==> src/logic/rtcmf_map.svh <==
// Register map, field reset values and timing counts of the pin and trim block
// Notes on behaviour
// - Square-wave enable puts a divided oscillator clock on the output pin.
// - Select 00 divides by 32768, 01 by 8, 10 by 4, 11 undivided.
// - No square wave on the pin while running from backup supply.
// - Divided rates carry trimming; undivided selection 11 is untrimmed.
// - Square wave off and an alarm enabled: pin is the alarm interrupt.
// - Alarm interrupt output keeps working on backup supply.
// - One alarm enabled: pin equals its flag, inverted when polarity is 0.
// - Both alarms, polarity 1: pin is OR of both match flags.
// - Both alarms, polarity 0: pin is NAND of both flags.
// - Square wave and both alarms off: pin follows the output level bit.
// - No general-purpose output while running from backup supply.
// - Without coarse trim, adjust once per minute; sign picks add or subtract.
// - Each trim step adds or removes two oscillator pulses per adjustment.
// - Trim amount zero disables trimming whatever the sign.
// - Trimming continues while running from backup supply.
// - Trim register: sign bit 7, amount bits 6..0, read/write, reset zero.
// - Control: level, sqw enable, alarm1, alarm0, ext osc, coarse, freq select.
// - Coarse trim adjusts every 64 Hz cycle; square wave then carries 64 Hz.
`ifndef RTCMF_MAP_SVH
`define RTCMF_MAP_SVH

// Register indices; byte address is four times the index
`define RTCMF_IDX_CTRL      8'h07
`define RTCMF_IDX_TRIM      8'h08
`define RTCMF_IDX_ALM0      8'h09
`define RTCMF_IDX_ALM1      8'h0A
`define RTCMF_IDX_IRQ_STAT  8'h0B
`define RTCMF_IDX_IRQ_MASK  8'h0C

`define RTCMF_CTRL_RST      8'h80
`define RTCMF_TRIM_RST      8'h00
`define RTCMF_ALM_RST       8'h00
`define RTCMF_IRQ_RST       3'h0

// Interrupt status bit positions
`define RTCMF_EV_ALM0       0
`define RTCMF_EV_ALM1       1
`define RTCMF_EV_TRIM       2

// Alarm register flag bit position
`define RTCMF_ALM_FLAG_BIT  3

// Trim period in seconds, and the prescaler geometry in oscillator cycles
`define RTCMF_TRIM_PERIOD_S 6'd60
`define RTCMF_SEC_LAST      (`RTCMF_TRIM_PERIOD_S - 6'd1)
`define RTCMF_BIT_1HZ       14
`define RTCMF_BIT_64HZ      8
`define RTCMF_BIT_DIV8      2
`define RTCMF_BIT_DIV4      1
`define RTCMF_INC_NORM      2'd1
`define RTCMF_INC_ADD       2'd2
`define RTCMF_INC_SUB       2'd0

`define RTCMF_RESP_OKAY     2'b00
`define RTCMF_RESP_SLVERR   2'b10

`endif

==> src/logic/rtcmf_pkg.sv <==
// Types shared by the pin and trim block
package rtcmf_pkg;

	typedef struct packed {
		logic       out_level;
		logic       sqw_en;
		logic       alm1_en;
		logic       alm0_en;
		logic       ext_osc;
		logic       coarse_trim_en;
		logic [1:0] freq_sel;
	} rtcmf_ctrl_s;

	typedef struct packed {
		logic       sign_add;
		logic [6:0] trim_amount;
	} rtcmf_trim_s;

	typedef struct packed {
		logic       polarity;
		logic [2:0] mask;
		logic       match_flag;
		logic [2:0] weekday;
	} rtcmf_alm_s;

	typedef enum logic [1:0] {
		RTCMF_FS_1HZ,
		RTCMF_FS_DIV8,
		RTCMF_FS_DIV4,
		RTCMF_FS_RAW
	} rtcmf_fsel_e;

endpackage : rtcmf_pkg

==> src/logic/rtcmf_top.sv <==
// Multi-function pin driver, oscillator trim and AXI4-Lite register slave
`include "rtcmf_map.svh"

module rtcmf_top (
	input  wire logic        clk_sys_i,
	input  wire logic        nrst_i,
	input  wire logic        osc_i,
	input  wire logic        on_backup_i,
	input  wire logic        alarm0_match_i,
	input  wire logic        alarm1_match_i,
	output logic             multi_function_pin_o,
	output logic             multi_function_pin_oe_o,
	output logic             irq_o,
	input  wire logic [11:0] s_axi_awaddr,
	input  wire logic        s_axi_awvalid,
	output logic             s_axi_awready,
	input  wire logic [31:0] s_axi_wdata,
	input  wire logic [3:0]  s_axi_wstrb,
	input  wire logic        s_axi_wvalid,
	output logic             s_axi_wready,
	output logic [1:0]       s_axi_bresp,
	output logic             s_axi_bvalid,
	input  wire logic        s_axi_bready,
	input  wire logic [11:0] s_axi_araddr,
	input  wire logic        s_axi_arvalid,
	output logic             s_axi_arready,
	output logic [31:0]      s_axi_rdata,
	output logic [1:0]       s_axi_rresp,
	output logic             s_axi_rvalid,
	input  wire logic        s_axi_rready
);
	import rtcmf_pkg::*;

	function automatic logic [15:0] rtcmf_add(input logic [14:0] a, input logic [1:0] b);
		return {1'b0, a} + {14'h0000, b};
	endfunction : rtcmf_add

	function automatic logic rtcmf_mapped(input logic [7:0] idx);
		return (idx >= `RTCMF_IDX_CTRL) && (idx <= `RTCMF_IDX_IRQ_MASK);
	endfunction : rtcmf_mapped

	rtcmf_ctrl_s  ctrl;
	rtcmf_trim_s  trim;
	rtcmf_alm_s   alm0;
	rtcmf_alm_s   alm1;
	logic [2:0]   irq_stat;
	logic [2:0]   irq_mask;

	// Pin synchronisers; the first stage is never looked at, and the oscillator's third stage feeds edge detection
	logic         osc_meta;
	logic         osc_sync;
	logic         osc_prev;
	logic         bkp_meta;
	logic         on_backup;

	logic [14:0]  prescaler;
	logic [5:0]   seconds;
	logic [7:0]   trim_pending;

	// AXI write holding registers
	logic         aw_held;
	logic [7:0]   aw_idx;
	logic         w_held;
	logic [31:0]  w_data;
	logic [3:0]   w_strb;

	always_ff @(posedge clk_sys_i) begin
		osc_meta  <= osc_i;
		osc_sync  <= osc_meta;
		osc_prev  <= osc_sync;
		bkp_meta  <= on_backup_i;
		on_backup <= bkp_meta;
	end

	wire osc_tick = osc_sync & ~osc_prev;

	// Prescaler stepping: subtracting freezes the count, adding doubles a step
	wire [1:0]  step_inc   = (trim_pending == 8'h00) ? `RTCMF_INC_NORM :
	                         (trim.sign_add ? `RTCMF_INC_ADD : `RTCMF_INC_SUB);
	wire [15:0] sum_full   = rtcmf_add(prescaler, step_inc);
	wire [15:0] sum_coarse = rtcmf_add({6'h00, prescaler[`RTCMF_BIT_64HZ:0]}, step_inc);
	wire        sec_wrap   = osc_tick & sum_full[15];
	wire        hz64_wrap  = osc_tick & sum_coarse[`RTCMF_BIT_64HZ + 1];
	wire        minute_due = sec_wrap & (seconds == `RTCMF_SEC_LAST);
	// No gating by the backup input: trimming runs on either supply
	wire        trim_due   = (ctrl.coarse_trim_en ? hz64_wrap : minute_due)
	                         & (trim.trim_amount != 7'h00);

	always_ff @(posedge clk_sys_i) begin
		if (!nrst_i) begin
			prescaler    <= 15'h0000;
			seconds      <= 6'h00;
			trim_pending <= 8'h00;
		end else begin
			if (osc_tick) begin
				prescaler <= sum_full[14:0];
			end
			if (sec_wrap) begin
				seconds <= (seconds == `RTCMF_SEC_LAST) ? 6'h00 : seconds + 6'h01;
			end
			if (trim_due) begin
				trim_pending <= {trim.trim_amount, 1'b0};
			end else if (osc_tick && trim_pending != 8'h00) begin
				trim_pending <= trim_pending - 8'h01;
			end
		end
	end

	// Output pin mode selection
	wire mode_sqw   = ctrl.sqw_en;
	wire mode_alarm = ~ctrl.sqw_en & (ctrl.alm0_en | ctrl.alm1_en);
	wire mode_gpo   = ~ctrl.sqw_en & ~ctrl.alm0_en & ~ctrl.alm1_en;
	wire alm_pol    = alm0.polarity;

	wire alarm_single = ctrl.alm0_en ? alm0.match_flag : alm1.match_flag;
	wire alarm_level  = (ctrl.alm0_en & ctrl.alm1_en) ?
	                    (alm_pol ? (alm0.match_flag | alm1.match_flag)
	                             : ~(alm0.match_flag & alm1.match_flag))
	                  : (alm_pol ? alarm_single : ~alarm_single);

	rtcmf_fsel_e fsel;
	assign fsel = rtcmf_fsel_e'(ctrl.freq_sel);

	logic sqw_level;
	always_comb begin
		sqw_level = 1'b0;
		if (ctrl.coarse_trim_en) begin
			sqw_level = prescaler[`RTCMF_BIT_64HZ];
		end else begin
			unique case (fsel)
				RTCMF_FS_1HZ:  sqw_level = prescaler[`RTCMF_BIT_1HZ];
				RTCMF_FS_DIV8: sqw_level = prescaler[`RTCMF_BIT_DIV8];
				RTCMF_FS_DIV4: sqw_level = prescaler[`RTCMF_BIT_DIV4];
				RTCMF_FS_RAW:  sqw_level = osc_sync;
			endcase
		end
	end

	wire next_pin = mode_sqw ? sqw_level : (mode_alarm ? alarm_level : ctrl.out_level);
	// Clock and general-purpose modes release the pin on backup supply
	wire next_oe  = mode_alarm | (~on_backup & (mode_sqw | mode_gpo));

	always_ff @(posedge clk_sys_i) begin
		if (!nrst_i) begin
			multi_function_pin_o    <= 1'b0;
			multi_function_pin_oe_o <= 1'b0;
		end else begin
			multi_function_pin_o    <= next_pin;
			multi_function_pin_oe_o <= next_oe;
		end
	end

	// AXI4-Lite slave
	assign s_axi_awready = ~aw_held;
	assign s_axi_wready  = ~w_held;
	assign s_axi_arready = ~s_axi_rvalid;

	wire aw_take  = s_axi_awvalid & s_axi_awready;
	wire w_take   = s_axi_wvalid & s_axi_wready;
	wire wr_fire  = aw_held & w_held & ~s_axi_bvalid;
	wire wr_lane0 = wr_fire & w_strb[0];
	wire wr_ctrl  = wr_lane0 & (aw_idx == `RTCMF_IDX_CTRL);
	wire wr_trim  = wr_lane0 & (aw_idx == `RTCMF_IDX_TRIM);
	wire wr_alm0  = wr_lane0 & (aw_idx == `RTCMF_IDX_ALM0);
	wire wr_alm1  = wr_lane0 & (aw_idx == `RTCMF_IDX_ALM1);
	wire wr_stat  = wr_lane0 & (aw_idx == `RTCMF_IDX_IRQ_STAT);
	wire wr_mask  = wr_lane0 & (aw_idx == `RTCMF_IDX_IRQ_MASK);
	wire [7:0] wbyte = w_data[7:0];

	always_ff @(posedge clk_sys_i) begin
		if (!nrst_i) begin
			aw_held      <= 1'b0;
			aw_idx       <= 8'h00;
			w_held       <= 1'b0;
			w_data       <= 32'h0000_0000;
			w_strb       <= 4'h0;
			s_axi_bvalid <= 1'b0;
			s_axi_bresp  <= `RTCMF_RESP_OKAY;
		end else begin
			if (aw_take) begin
				aw_held <= 1'b1;
				aw_idx  <= s_axi_awaddr[9:2];
			end
			if (w_take) begin
				w_held <= 1'b1;
				w_data <= s_axi_wdata;
				w_strb <= s_axi_wstrb;
			end
			if (wr_fire) begin
				aw_held      <= 1'b0;
				w_held       <= 1'b0;
				s_axi_bvalid <= 1'b1;
				s_axi_bresp  <= rtcmf_mapped(aw_idx) ? `RTCMF_RESP_OKAY : `RTCMF_RESP_SLVERR;
			end else if (s_axi_bready) begin
				s_axi_bvalid <= 1'b0;
			end
		end
	end

	// Match flags: hardware set beats a software clear in the same cycle
	wire clr0_keep = wr_alm0 ? wbyte[`RTCMF_ALM_FLAG_BIT] : 1'b1;
	wire clr1_keep = wr_alm1 ? wbyte[`RTCMF_ALM_FLAG_BIT] : 1'b1;
	wire [2:0] events = {trim_due, alarm1_match_i, alarm0_match_i};

	always_ff @(posedge clk_sys_i) begin
		if (!nrst_i) begin
			ctrl     <= rtcmf_ctrl_s'(`RTCMF_CTRL_RST);
			trim     <= rtcmf_trim_s'(`RTCMF_TRIM_RST);
			alm0     <= rtcmf_alm_s'(`RTCMF_ALM_RST);
			alm1     <= rtcmf_alm_s'(`RTCMF_ALM_RST);
			irq_stat <= `RTCMF_IRQ_RST;
			irq_mask <= `RTCMF_IRQ_RST;
		end else begin
			if (wr_ctrl) begin
				ctrl <= rtcmf_ctrl_s'(wbyte);
			end
			if (wr_trim) begin
				trim <= rtcmf_trim_s'(wbyte);
			end
			if (wr_alm0 || wr_alm1) begin
				alm0.polarity <= wbyte[7];
			end
			if (wr_alm0) begin
				alm0.mask    <= wbyte[6:4];
				alm0.weekday <= wbyte[2:0];
			end
			if (wr_alm1) begin
				alm1.mask    <= wbyte[6:4];
				alm1.weekday <= wbyte[2:0];
			end
			alm0.match_flag <= alarm0_match_i | (alm0.match_flag & clr0_keep);
			alm1.match_flag <= alarm1_match_i | (alm1.match_flag & clr1_keep);
			irq_stat <= events | (irq_stat & ~(wr_stat ? wbyte[2:0] : 3'h0));
			if (wr_mask) begin
				irq_mask <= wbyte[2:0];
			end
		end
	end

	assign irq_o = |(irq_stat & irq_mask);

	// Read path; the polarity bit is shared, so both alarm registers show it
	wire [7:0] rd_idx = s_axi_araddr[9:2];
	logic [7:0] rd_byte;
	always_comb begin
		rd_byte = 8'h00;
		unique case (rd_idx)
			`RTCMF_IDX_CTRL:     rd_byte = ctrl;
			`RTCMF_IDX_TRIM:     rd_byte = trim;
			`RTCMF_IDX_ALM0:     rd_byte = alm0;
			`RTCMF_IDX_ALM1:     rd_byte = {alm0.polarity, alm1[6:0]};
			`RTCMF_IDX_IRQ_STAT: rd_byte = {5'h00, irq_stat};
			`RTCMF_IDX_IRQ_MASK: rd_byte = {5'h00, irq_mask};
			default:             rd_byte = 8'h00;
		endcase
	end

	always_ff @(posedge clk_sys_i) begin
		if (!nrst_i) begin
			s_axi_rvalid <= 1'b0;
			s_axi_rdata  <= 32'h0000_0000;
			s_axi_rresp  <= `RTCMF_RESP_OKAY;
		end else if (s_axi_arvalid && s_axi_arready) begin
			s_axi_rvalid <= 1'b1;
			s_axi_rdata  <= {24'h00_0000, rd_byte};
			s_axi_rresp  <= rtcmf_mapped(rd_idx) ? `RTCMF_RESP_OKAY : `RTCMF_RESP_SLVERR;
		end else if (s_axi_rready) begin
			s_axi_rvalid <= 1'b0;
		end
	end
endmodule : rtcmf_top

==> config.mk <==
export PLATFORM = sky130hd
export DESIGN_NAME = rtcmf_top
export DESIGN_NICKNAME = d
export VERILOG_FILES = /design/src/logic/rtcmf_pkg.sv /design/src/logic/rtcmf_top.sv
export VERILOG_INCLUDE_DIRS = /design/src /design/src/logic
export SDC_FILE = /design/constraint.sdc
export NUM_CORES = 1
export LEC_CHECK = 0
export ABC_AREA = 1
export BUFFER_PORTS_ARGS = -buffer_cell sky130_fd_sc_hd__buf_4
export CAP_MARGIN = 20
export CORE_UTILIZATION = 45
export CTS_CLUSTER_DIAMETER = 80
export DETAILED_ROUTE_END_ITERATION = 6
export PLACE_DENSITY = 0.8
export SETUP_SLACK_MARGIN = 0.2
export SLEW_MARGIN = 10
export SYNTH_ARGS = -nofsm -noshare
export SYNTH_HDL_FRONTEND = slang
export SYNTH_SLANG_ARGS = --single-unit
==> constraint.sdc <==
create_clock -name clk_sys_i -period 2.25 [get_ports clk_sys_i]
set_input_delay 0.45 -clock clk_sys_i [delete_from_list [all_inputs] [get_ports clk_sys_i]]
set_output_delay 0.45 -clock clk_sys_i [all_outputs]
set_load 0.05 [all_outputs]
==> reports/qor.yml <==
internal_power_uw: 2980
seqPwrFrac_pct: 44.4
cp.arrival_ns: 2.69
drv_cap: 0
startpoint: "trim_pending[1]"
finalMaxSlewViolations: 0
insertedDiodeCount: 0
p_total_uw: 4540
grt_pass1_vias: 4410
synth_commonest_cells: "dfxtp_1, a21oi_1, nand2_1"
ys.flop_type: "dfxtp_1"
synth_area_leaders: "dfxtp_1, a21oi_1, o21ai_0"
clk_pin_slew_worst_paths_ns: 0.10
core_area_sq_um: 10500
post-route-period-util_pct: 107
synth.avg_cell_area_sq_um: 7.42
dpl.hpwl_um: 8510
slew_headroom_pct: 60.6
cp-start-kind: "flip-flop"
synth_top_area_cell: "dfxtp_1"
drc_errors: 0
switching_share_pct: 34.4
grtUsageTotal_pct: 22.0
hold_start: "on_backup_i"
leakagePower_uw: 0.00240
path_class: "flip-flop to flip-flop"
layout-area-overhead-vs-synth_pct: 20.5
io_pins: 115
async_reset_ff_share_pct: 0
synthCells: 663
fin_crit_ns: 2.40
required_ns: 2.55
floorplan.initialDensity_pct: 47.0
drive_gt1_share_pct: 22.0
drt.antenna.violating_nets: 0
drt_first_pass_iters: 5
peakVddDrop_mv: 0.365
die-area_sq_um: 11400
port_buffers: 53
setup_viol: 10
die_y_um: 107
grt_pass1_wl_um: 19800
place_congestion: 0.864
setup_tns_ns: -0.712
wire_per_inst_um: 14.1
endpoint_kind: "flip-flop"
reg2reg_from: "trim_pending[1]"
yosysSeqAreaShare_pct: 42.3
numCtsBuffers: 9
die_w_um: 107
path_max_fanout: 8
yosysMostFrequentCell: "dfxtp_1"
final_nets: 815
ys_ff_latch: 104
skew_ns: 0.0132
overflow: 0
vias: 4668
power_switching_uw: 1560
status: "finished with violations"
synth_top_area_share_pct: 42.3
worstHoldPathType: "input port to flip-flop"
synth_area_sq_um: 4920
cts_tree: "yes"
rows: 37
setup_ws_ns: -0.147
violations: "setup timing"
hold_violations: 0
clkPwrFrac_pct: 27.2
tightest_slew_ns: 0.590
antenna_found_initial: 0
power.density_nw_per_um2: 766
worstSkewPairLatency_ns: 0.38
fmax_mhz: 417
cts_max_path_buffers: 2
wirelength_um: 12400
root_buffer: "clkbuf_8"
synthDistinctLibCells: 42
grt_max_degree: 37
drtIter0Drc: 259
htreeDepth: 3
rsz0062_at_grt: "yes"
synth-edff-count: 0
fill_cells: 936
via_per_inst: 5.30
pwr-share-comb_pct: 28.4
cts.sinks: 104
yosysWarnings: 0
[timing repair]
item / in CTS / in global routing
setup endpoints to repair: 24 / 27
hold buffers: 0 / 0
resized for setup: 14 / 24
pin swaps: 16 / 14
setup buffers: 7 / 2
cloned: 2 / 0
[cell type report]
class | instances | area [sq um] | share of cell area, %
multi-input cells | 459 | 2540 | 42.9
well taps | 136 | 170 | 2.87
inverters | 86 | 323 | 5.45
repair buffers | 79 | 601 | 10.1
clock buffers | 9 | 124 | 2.09
flip-flops and latches | 104 | 2080 | 35.2
clock inverters | 7 | 83.8 | 1.41
[registers in the layout, summed over array words and instances (netlist names), 7 cells and up]
name,cells
trim_pending,8
alm1,7
alm0,7
prescaler,15
trim,8
s_axi_rdata,8
aw_idx,8
w_data,8
[critical path, stage by stage (launching register included)]
cell and delay [ns]:
dfxtp_2 0.34, inv_2 0.06, ha_4 0.13, inv_2 0.04, nor2_4 0.14, nand2_4 0.08, nor2_4 0.13, nor2_4 0.07
ha_4 0.28, nand2_2 0.06, nor2_2 0.11, nand3_1 0.10, nand2_1 0.11, nand3_2 0.11, nand2_4 0.16, nand2_8 0.10
nand2_2 0.08, nand2_1 0.07, a21oi_1 0.15
[power by group through the flow]
stage	sequential (uW)	combinational (uW)	clock (uW)
finish	2010	1290	1230
detailed placement	2050	1030	0
floorplan	2080	758	0
global placement	2040	989	0
global route	2020	1380	1330
CTS	2010	1170	1250
[cells by family (layout without fill, tap and decap cells)]
family,Yosys count,after routing,share of synthesized area (%)
other,1,26,0.0762
adder cells (fa/ha/maj),5,5,1.42
buffers and inverters,127,181,12.1
AO/OA/AOI/OAI,191,191,20.1
AND/OR/NAND/NOR,227,229,22.5
flip-flops,104,104,42.3
XOR/XNOR,8,8,1.42
[placed cells by master, fill, tap and decap left out, types with 6 or more instances in the layout]
master | netlist | routed
nand2_1 | 87 | 78
nand2_2 | 3 | 10
nor2_4 | 7 | 11
a21oi_1 | 90 | 89
nand3_1 | 40 | 34
nor2_1 | 51 | 45
conb_1 | 1 | 26
nand4_1 | 12 | 12
o21ai_0 | 77 | 73
inv_2 | 5 | 10
xor2_1 | 6 | 6
nor2_2 | 4 | 6
inv_1 | 80 | 75
dfxtp_1 | 104 | 102
o22ai_1 | 6 | 6
buf_4 | 27 | 77
clkbuf_8 | 0 | 9
nand2_4 | 4 | 7
nor3_1 | 7 | 6
o21ai_1 | 7 | 11
nand3_2 | 2 | 8
[metrics by stage]
| stage | hold WS (ns) | worst slack [ns] | util (%) | std cells | area [sq um] |
|---|---|---|---|---|---|
| after CTS | 0.152 | -0.00913 | 55.8 | 878 | 5830 |
| after floorplan | 0.310 | 0.0349 | - | 688 | 5060 |
| after global routing | 0.150 | -0.244 | 56.7 | 880 | 5930 |
| after global placement | 0.313 | -0.0461 | 52.5 | 853 | 5490 |
| final | 0.169 | -0.147 | 56.7 | 880 | 5930 |
| after detailed placement | 0.314 | -0.102 | 52.5 | 853 | 5490 |
[worst paths after layout]
kind	endpoint	slack (ns)	depth (start not counted)
setup / recovery	trim_pending[7]	-0.15	18
hold reg to reg	on_backup	0.34	0
setup reg to reg	trim_pending[7]	-0.15	18
hold / removal	bkp_meta	0.17	1
[metal layers]
metal | global-route usage (%) | share of wire [%]
met4 | 7.93 | 2.3
met2 | 38.0 | 49
met3 | 5.46 | 5.6
met5 | 0 | 0
met1 | 26.5 | 43
Note: power is estimated with default switching activity, not from simulation.
